[config.mk]
export PLATFORM = sky130hd
export DESIGN_NAME = dppa_adapter
export DESIGN_NICKNAME = d
export VERILOG_FILES = /design/src/dppa_flag.sv /design/src/dppa_adapter.sv
export SDC_FILE = /design/constraint.sdc
export NUM_CORES = 1
export LEC_CHECK = 0
export BUFFER_PORTS_ARGS = -buffer_cell sky130_fd_sc_hd__buf_2
export CORE_MARGIN = 2
export CORE_UTILIZATION = 57
export DETAILED_ROUTE_END_ITERATION = 6
export MAX_ROUTING_LAYER = met4
export PLACE_DENSITY = 0.94
export SLEW_MARGIN = 20
export SYNTH_ARGS = -nofsm -noshare
export SYNTH_HDL_FRONTEND = slang
export SYNTH_HIERARCHICAL = 1
export SYNTH_SLANG_ARGS = --single-unit
[constraint.sdc]
create_clock -name clk -period 2.1 [get_ports clk]
set_input_delay 0.315 -clock clk [delete_from_list [all_inputs] [get_ports clk]]
set_output_delay 0.315 -clock clk [all_outputs]
set_load 0.005 [all_outputs]
[src/dppa_flag.sv]
// Package of shared constants for the dual port parallel adapter, and the
// edge-capture flag cell used for each control input.
// Assumes one clock, a synchronous active-low reset and pins synchronous to clk.
`timescale 1ns/1ps

package dppa_pkg;
  // Width of each peripheral port and of the host data bus.
  localparam int         DPPA_W         = 8;
  // Register-select codes: port A data or direction, A control, B data or direction, B control.
  localparam logic [1:0] DPPA_RS_A_DATA = 2'h0;
  localparam logic [1:0] DPPA_RS_A_CTRL = 2'h1;
  localparam logic [1:0] DPPA_RS_B_DATA = 2'h2;
  localparam logic [1:0] DPPA_RS_B_CTRL = 2'h3;
  // Chip-select code that makes the adapter take part in a transfer.
  localparam logic [2:0] DPPA_CS_CODE   = 3'h3;
  // Control register field positions.
  localparam int         DPPA_CR_IN_EN  = 0;
  localparam int         DPPA_CR_DSEL   = 2;
  localparam int         DPPA_CR_IOMODE = 3;
  localparam int         DPPA_CR_IOLVL  = 4;
  localparam int         DPPA_CR_IO_EN  = 5;
  localparam int         DPPA_CR_IOFLAG = 6;
  localparam int         DPPA_CR_INFLAG = 7;
  localparam int         DPPA_CR_W      = 6;
  // Reset value of every software register.
  localparam logic [7:0] DPPA_REG_RST   = 8'h00;
endpackage : dppa_pkg

module dppa_flag (
  input  wire logic clk,
  input  wire logic rst_n,
  input  wire logic lvl,
  input  wire logic arm,
  input  wire logic clr,
  output logic      flag
);
  typedef struct packed {
    logic prev;
    logic flag;
  } dppa_flag_t;

  dppa_flag_t s;
  dppa_flag_t nxt_s;

  // A rising level sets the flag; a set in the clearing cycle wins so no event is lost.
  always_comb begin
    nxt_s      = s;
    nxt_s.prev = lvl;
    nxt_s.flag = (arm && lvl && !s.prev) || (s.flag && !clr);
  end

  // Reset clears the flag and loads the present line level as the previous one.
  // A line that already idles high would otherwise raise a false event on release.
  always_ff @(posedge clk) begin
    if (!rst_n) begin
      s <= '{prev: lvl, flag: 1'b0};
    end else begin
      s <= nxt_s;
    end
  end

  assign flag = s.flag;
endmodule : dppa_flag

[src/dppa_adapter.sv]
// Dual port parallel adapter: host register access, two 8-bit peripheral ports,
// control lines and active-low interrupts.
// Assumes all inputs synchronous to clk; host_en is the processor enable pulse.
// Summary of operation
// [RQ1] No transfer takes place unless the chip-select inputs carry the valid code.
// [RQ2] Every host transfer is timed by the processor enable pulse.
// [RQ3] A byte moves on the host data lines only with select and enable; read/write sets direction.
// [RQ4] There are two independent 8-bit peripheral ports with every line bidirectional.
// [RQ5] Each port A line is input or output per its bit in a host-written direction register.
// [RQ6] Port B behaves like port A but its drivers can be disconnected as a three-state group.
// [RQ7] Two register-select inputs choose the register an access reaches.
// [RQ8] Each port has its own active-low interrupt output for the processor.
// [RQ9] A rising first control input of a port drives that port's interrupt low when enabled.
// [RQ10] The second control line of each port is an interrupt input or a control output per control bit.
// [RQ11] Reset clears all registers to zero, making all lines inputs and disabling interrupts.
// [RQ12] A data read returns the pin for input lines and the stored value for output lines.
`timescale 1ns/1ps

module dppa_adapter (
  input  wire logic                      clk,
  input  wire logic                      rst_n,
  input  wire logic [2:0]                host_cs,
  input  wire logic [1:0]                host_rs,
  input  wire logic                      host_rw,
  input  wire logic                      host_en,
  input  wire logic [dppa_pkg::DPPA_W-1:0] host_data_in,
  output logic      [dppa_pkg::DPPA_W-1:0] host_data_out,
  output logic                           host_data_oe_n,
  input  wire logic [dppa_pkg::DPPA_W-1:0] port_a_lines_in,
  output logic      [dppa_pkg::DPPA_W-1:0] port_a_lines_out,
  output logic      [dppa_pkg::DPPA_W-1:0] port_a_lines_oe_n,
  input  wire logic [dppa_pkg::DPPA_W-1:0] port_b_lines_in,
  output logic      [dppa_pkg::DPPA_W-1:0] port_b_lines_out,
  output logic      [dppa_pkg::DPPA_W-1:0] port_b_lines_oe_n,
  input  wire logic                      port_b_float,
  input  wire logic                      port_a_ctrl_in,
  input  wire logic                      port_b_ctrl_in,
  input  wire logic                      port_a_ctrl_io_in,
  output logic                           port_a_ctrl_io_out,
  output logic                           port_a_ctrl_io_oe_n,
  input  wire logic                      port_b_ctrl_io_in,
  output logic                           port_b_ctrl_io_out,
  output logic                           port_b_ctrl_io_oe_n,
  output logic                           port_a_irq_n,
  output logic                           port_b_irq_n
);
  import dppa_pkg::*;

  typedef struct packed {
    logic [1:0][DPPA_W-1:0]    data;
    logic [1:0][DPPA_W-1:0]    dir;
    logic [1:0][DPPA_CR_W-1:0] ctrl;
    logic                      en_prev;
    logic [DPPA_W-1:0]         hdout;
    logic                      hdoe_n;
    logic [1:0][DPPA_W-1:0]    pout;
    logic [1:0][DPPA_W-1:0]    poe_n;
    logic [1:0]                io_out;
    logic [1:0]                io_oe_n;
    logic [1:0]                irq_n;
  } dppa_state_t;

  // Registers zero, every pin released, interrupts high (inactive).
  localparam dppa_state_t DPPA_STATE_RST = '{
    data: '{DPPA_REG_RST, DPPA_REG_RST}, dir: '{DPPA_REG_RST, DPPA_REG_RST},
    ctrl: '0, en_prev: 1'b0, hdout: DPPA_REG_RST, hdoe_n: 1'b1, pout: '0,
    poe_n: '1, io_out: 2'h0, io_oe_n: 2'h3, irq_n: 2'h3};

  dppa_state_t s;
  dppa_state_t nxt_s;

  logic [1:0][DPPA_W-1:0] pin_in;
  logic [3:0]             flag_lvl;
  logic [3:0]             flag_arm;
  logic [3:0]             flag_clr;
  logic [3:0]             flag;
  logic                   sel;
  logic                   acc;
  logic                   rd_data;
  logic                   port_sel;

  assign pin_in[0] = port_a_lines_in;
  assign pin_in[1] = port_b_lines_in;

  // Selection and the access strobe: one access per enable pulse, taken on its first high cycle.
  assign sel      = (host_cs == DPPA_CS_CODE);                  // see [RQ1]
  assign acc      = sel && host_en && !s.en_prev;               // see [RQ2]
  assign port_sel = host_rs[1];                                 // see [RQ7]
  assign rd_data  = acc && host_rw && !host_rs[0] && s.ctrl[port_sel][DPPA_CR_DSEL];

  // Flag inputs: entries 0 and 1 are the first control inputs, 2 and 3 the second lines.
  // The second line only raises its flag while it is configured as an input.
  assign flag_lvl = {port_b_ctrl_io_in, port_a_ctrl_io_in, port_b_ctrl_in, port_a_ctrl_in};
  assign flag_arm = {!s.ctrl[1][DPPA_CR_IOMODE], !s.ctrl[0][DPPA_CR_IOMODE], 2'b11}; // see [RQ10]

  // One capture cell per control line; a data read of a port clears both of its flags.
  for (genvar i = 0; i < 4; i++) begin : g_flag
    assign flag_clr[i] = rd_data && (port_sel == 1'(i % 2));
    dppa_flag u_flag (
      .clk   (clk),
      .rst_n (rst_n),
      .lvl   (flag_lvl[i]),
      .arm   (flag_arm[i]),
      .clr   (flag_clr[i]),
      .flag  (flag[i])
    );
  end

  // Register access and the derived pin drive; outputs are taken from next-state values
  // so that a direction write reaches the pins on the following edge.
  always_comb begin
    nxt_s         = s;
    nxt_s.en_prev = host_en;
    if (acc && !host_rw) begin                                  // see [RQ3]
      if (host_rs[0]) begin
        nxt_s.ctrl[port_sel] = host_data_in[DPPA_CR_W-1:0];
      end else if (s.ctrl[port_sel][DPPA_CR_DSEL]) begin
        nxt_s.data[port_sel] = host_data_in;
      end else begin
        nxt_s.dir[port_sel] = host_data_in;                     // see [RQ5]
      end
    end
    if (acc && host_rw) begin
      if (host_rs[0]) begin
        nxt_s.hdout = {flag[port_sel], flag[2 + port_sel], s.ctrl[port_sel]};
      end else if (s.ctrl[port_sel][DPPA_CR_DSEL]) begin
        nxt_s.hdout = (pin_in[port_sel] & ~s.dir[port_sel]) |
                      (s.data[port_sel] & s.dir[port_sel]);     // see [RQ12]
      end else begin
        nxt_s.hdout = s.dir[port_sel];
      end
    end
    // The host bus is driven for as long as a selected read enable lasts.
    nxt_s.hdoe_n = !(sel && host_en && host_rw);                // see [RQ3]
    for (int p = 0; p < 2; p++) begin
      nxt_s.pout[p]    = nxt_s.data[p];                         // see [RQ4]
      nxt_s.poe_n[p]   = ~nxt_s.dir[p];                         // see [RQ5]
      nxt_s.io_out[p]  = nxt_s.ctrl[p][DPPA_CR_IOLVL];
      nxt_s.io_oe_n[p] = !nxt_s.ctrl[p][DPPA_CR_IOMODE];        // see [RQ10]
      nxt_s.irq_n[p]   = !((flag[p] && s.ctrl[p][DPPA_CR_IN_EN]) ||
                           (flag[2 + p] && s.ctrl[p][DPPA_CR_IO_EN] &&
                            !s.ctrl[p][DPPA_CR_IOMODE]));       // see [RQ8] see [RQ9]
    end
    // Port B drivers disconnect as a group; the direction register is kept.
    if (port_b_float) begin
      nxt_s.poe_n[1] = '1;                                      // see [RQ6]
    end
  end

  // Single state register; reset zeroes data, direction and control, and sets every enable and interrupt output high.
  always_ff @(posedge clk) begin
    if (!rst_n) begin
      s <= DPPA_STATE_RST;                                      // see [RQ11]
    end else begin
      s <= nxt_s;
    end
  end

  assign host_data_out       = s.hdout;
  assign host_data_oe_n      = s.hdoe_n;
  assign port_a_lines_out    = s.pout[0];
  assign port_a_lines_oe_n   = s.poe_n[0];
  assign port_b_lines_out    = s.pout[1];
  assign port_b_lines_oe_n   = s.poe_n[1];
  assign port_a_ctrl_io_out  = s.io_out[0];
  assign port_a_ctrl_io_oe_n = s.io_oe_n[0];
  assign port_b_ctrl_io_out  = s.io_out[1];
  assign port_b_ctrl_io_oe_n = s.io_oe_n[1];
  assign port_a_irq_n        = s.irq_n[0];
  assign port_b_irq_n        = s.irq_n[1];

  // Checks tying register and pin behaviour to host and line activity.
  cs_gate_a: assert property (@(posedge clk) disable iff (!rst_n)   // see [RQ1]
    (host_cs != DPPA_CS_CODE) |=> ($stable(s.data) && $stable(s.dir) && $stable(s.ctrl)))
    else $error("registers changed without a valid chip select");

  en_timing_a: assert property (@(posedge clk) disable iff (!rst_n)  // see [RQ2]
    (!host_en || s.en_prev) |=> ($stable(s.data) && $stable(s.dir) && $stable(s.ctrl)))
    else $error("registers changed outside the enable pulse edge");

  read_drive_a: assert property (@(posedge clk) disable iff (!rst_n)  // see [RQ3]
    (sel && host_en && host_rw) |=> !host_data_oe_n)
    else $error("selected read did not drive the host bus");

  bus_idle_a: assert property (@(posedge clk) disable iff (!rst_n)  // see [RQ3]
    !(sel && host_en && host_rw) |=> host_data_oe_n)
    else $error("host bus driven without a selected read");

  read_hold_a: assert property (@(posedge clk) disable iff (!rst_n)  // see [RQ3]
    !(acc && host_rw) |=> $stable(host_data_out))
    else $error("host read data changed without a read access");

  dir_write_a: assert property (@(posedge clk) disable iff (!rst_n)  // see [RQ5]
    (acc && !host_rw && host_rs == DPPA_RS_A_DATA && !s.ctrl[0][DPPA_CR_DSEL])
    |=> (port_a_lines_oe_n == ~$past(host_data_in)))
    else $error("port A direction write not reflected on pin enables");

  b_float_a: assert property (@(posedge clk) disable iff (!rst_n)  // see [RQ6]
    port_b_float |=> (port_b_lines_oe_n == 8'hFF))
    else $error("port B drivers not released while floated");

  irq_set_a: assert property (@(posedge clk) disable iff (!rst_n)  // see [RQ9]
    ($rose(port_a_ctrl_in) && s.ctrl[0][DPPA_CR_IN_EN] && !acc) ##1
    (s.ctrl[0][DPPA_CR_IN_EN] && !acc) |=> !port_a_irq_n)
    else $error("control input edge did not raise the port A interrupt");

  io_irq_a: assert property (@(posedge clk) disable iff (!rst_n)  // see [RQ10]
    ($rose(port_a_ctrl_io_in) && s.ctrl[0][DPPA_CR_IO_EN] &&
     !s.ctrl[0][DPPA_CR_IOMODE] && !acc) ##1
    (s.ctrl[0][DPPA_CR_IO_EN] && !s.ctrl[0][DPPA_CR_IOMODE] && !acc) |=> !port_a_irq_n)
    else $error("second line edge did not raise the port A interrupt");

  io_mode_a: assert property (@(posedge clk) disable iff (!rst_n)  // see [RQ10]
    (acc && !host_rw && host_rs == DPPA_RS_B_CTRL)
    |=> (port_b_ctrl_io_oe_n == !$past(host_data_in[DPPA_CR_IOMODE])))
    else $error("port B second line direction does not follow control write");

  reset_clear_a: assert property (@(posedge clk)  // see [RQ11]
    !rst_n |=> (s.data == '0 && s.dir == '0 && s.ctrl == '0 && port_a_lines_oe_n == 8'hFF
                && port_a_irq_n && port_b_irq_n))
    else $error("reset did not clear registers and release lines");

  read_mux_a: assert property (@(posedge clk) disable iff (!rst_n)  // see [RQ12]
    (acc && host_rw && host_rs == DPPA_RS_A_DATA && s.ctrl[0][DPPA_CR_DSEL])
    |=> (host_data_out == (($past(port_a_lines_in) & ~$past(s.dir[0])) |
                           ($past(s.data[0]) & $past(s.dir[0])))))
    else $error("port A data read mixes pins and stored values wrongly");
endmodule : dppa_adapter

==> results.yml <==
timing:
  hold_violations: 0
  min_period_over_period_pct: 82.5
  rsz0062_at_grt: "false"
  max_slew.worst_pin.slew_ns: 0.683
  fin_setup_tns_ns: 0
  max_freq_mhz: 577
  drv_slew: 0
  max-slew-margin-rel_pct: 54.4
  setup_viol: 0
  fin_worst_skew_ns: 0.00795
  fin_crit_ns: 1.73
floorplan:
  die_y_um: 84.3
  fp-row-count: 29
  die_w_um: 84.3
  core-area_um2: 6280
  top_level_ports: 85
  die_area_um2: 7110
  start_util_pct: 58.6
critical_path:
  critPathMaxFanout: 20
  cp-end-kind: "flip-flop"
  cp_num_cells: 4
  crit_type: "flip-flop to flip-flop"
  cp.required_ns: 2.38
  setup.worst_path.end: "host_data_out[0]"
  r2r-end: "host_data_out[0]"
  slowest_stage: "dfxtp_1"
  r2r_start: "s[56]"
  slowest_delay_ns: 0.76
  worst_path_most_repeated_cell: "a21oi_1"
  start_kind: "flip-flop"
  r2r_cells: 4
  cp_data_arrival_time_ns: 2.02
  crit_start: "s[56]"
  rrSetupSlack_ns: 0.37
  path_delay_family: "flip-flops"
  path_cells: "a21oi_1, nor4_1, a21oi_1, a31oi_1"
  cp.buffers_inverters: 0
global_routing:
  use_met3_pct: 5.01
  track_usage_pct: 25.4
  grt_max_degree: 80
  grt_busiest_layer: "met2"
  grt_pass1_vias: 2825
  use_met2_pct: 40.5
  grt_pass1_wl_um: 13700
  antenna_found_initial: 0
  grt_overflow: 0
  use_met1_pct: 29.4
clock_tree:
  clock-root-buffer: "clkbuf_8"
  postCtsResizedCells: 0
  clockBufferDepth: 2
  clock_latency_ns: 0.36
  cts_hold_buf: 0
  htreeDepth: 3
  cts_buffers: 9
  cts_tree: "done"
  post-cts-setup-buffers: 0
  cts.sinks: 82
  clk_pin_slew_ns: 0.08
synth:
  synthTopCellsByArea: "dfxtp_1 (45%), buf_4 (9.2%), mux2i_1 (8.7%)"
  synth_seq_cells: 82
  yosysTopAreaCell: "dfxtp_1"
  post_synth.cell_area_avg_um2: 9.80
  synth_area_um2: 3680
  ys_seq_area_share_pct: 44.7
  synth_cells: 375
  synth_top_cell_area_share_pct: 44.7
  yosys_warnings: 6
  ys_types: 36
detailed_routing:
  vias_per_cell: 5.66
  drtIter0Drc: 278
  routed_wl_um: 8700
  ant_nets: 0
  first_pass_iters: 5
  wl_per_cell_um: 17.4
  num_vias: 2824
  drc: 0
layout:
  stdcell_count: 499
  num_antenna_cells: 0
  final_cell_mix: "buf_2 (84), dfxtp_1 (82), nor2b_1 (35)"
  drive_gt1_share_pct: 28.4
  final_common_cell: "buf_2"
  syn_to_final_growth_pct: 10.8
  fin_nets: 455
power_and_ir_drop:
  powerDensity_nw_per_um2: 738
  ir_drop_mv: 0.447
  p_total_mw: 3.00
  p_leak_nw: 1.81
place:
  place_congestion: 0.805
  place_hpwl_um: 5990
  numPortBuffers: 84
  placed_cells: 483
min_path:
  hold_path_class: "input port to flip-flop"
run:
  cap_violations: 0
run_status:
  outcome: "completed"
## through the flow
stage | setup slack, ns | area, µm² | util [%] | hold WS [ns]
global route | 0.301 | 4070 | 64.9 | 0.0653
floorplan | 0.542 | 3680 | - | 0.343
finish | 0.367 | 4070 | 64.9 | 0.0673
detailed placement | 0.287 | 3850 | 61.4 | 0.433
global placement | 0.414 | 3850 | 61.4 | 0.433
CTS | 0.461 | 4070 | 64.9 | 0.0584
## layer usage
layer | vias up | share of wire, %
li1 | 1353 | -
met5 | - | 0
met2 | 105 | 49
met3 | 26 | 6.0
met4 | 0 | 3.5
met1 | 1340 | 41
## power breakdown
group,switching (mW),internal [mW]
logic,0.0951,0.0660
registers,0.0104,1.57
clock network,0.561,0.703
## worst min-delay path by stage
stage,start,end,slack [ns],cells past startpoint
floorplan,port_a_ctrl_in,g_flag[0].u_flag/s[1],0.34,0
global placement,port_b_ctrl_in,g_flag[1].u_flag/s[1],0.43,1
detailed placement,port_b_ctrl_in,g_flag[1].u_flag/s[1],0.43,1
CTS,port_b_ctrl_in,g_flag[1].u_flag/s[1],0.06,1
global route,port_a_ctrl_in,g_flag[0].u_flag/s[1],0.07,1
finish,port_a_ctrl_io_in,g_flag[2].u_flag/s[1],0.07,1
## Yosys cell counts, drive strengths merged
cell	number
conb	1
o211ai	2
dfxtp	82
and2	1
o311ai	1
o221a	1
clkinv	1
o31a	1
and3b	7
nand4	5
nor2	3
o21ai	26
nor3b	1
nor2b	35
nand4b	5
nand3b	11
a31o	2
nand2	15
nand3	12
a211o	7
and4b	1
a32o	2
mux2	6
and3	2
a31oi	9
mux2i	32
a21oi	15
inv	4
clkbuf	10
buf	52
nand2b	17
nor4	6
## worst reg2reg max path, delay by kind of cell, from the launching register on
kind / cells / cell delay [ns]
simple gates: 1 / 0.44
flops: 1 / 0.76
compound gates: 3 / 0.45
## area by class of cell
type                            count  area (µm²)
Fill cell                         487        2200
Sequential cell                    82        1640
Multi-Input combinational cell    227        1600
Timing Repair Buffer               92         493
Clock buffer                       12         145
Tap cell                           77        96.3
Clock inverter                      4        75.1
Inverter                            5        18.8
## logic make-up after synthesis
family                 synth area share (%)
and+or+nand+nor                        21.9
DFF                                    44.7
buffers and inverters                  11.8
AOI/OAI and AO/OA                      11.0
muxes                                  10.6
other                                 0.102
## state kept, by name, indices dropped and copies added, names as in the netlist, 4 cells and up
register            count
g_flag.u_flag/flag      4
g_flag.u_flag/s         4
host_data_out           8
port_a_lines_oe_n       8
port_b_lines_oe_n       8
s                      44
Power figures use the tool's default switching activity.
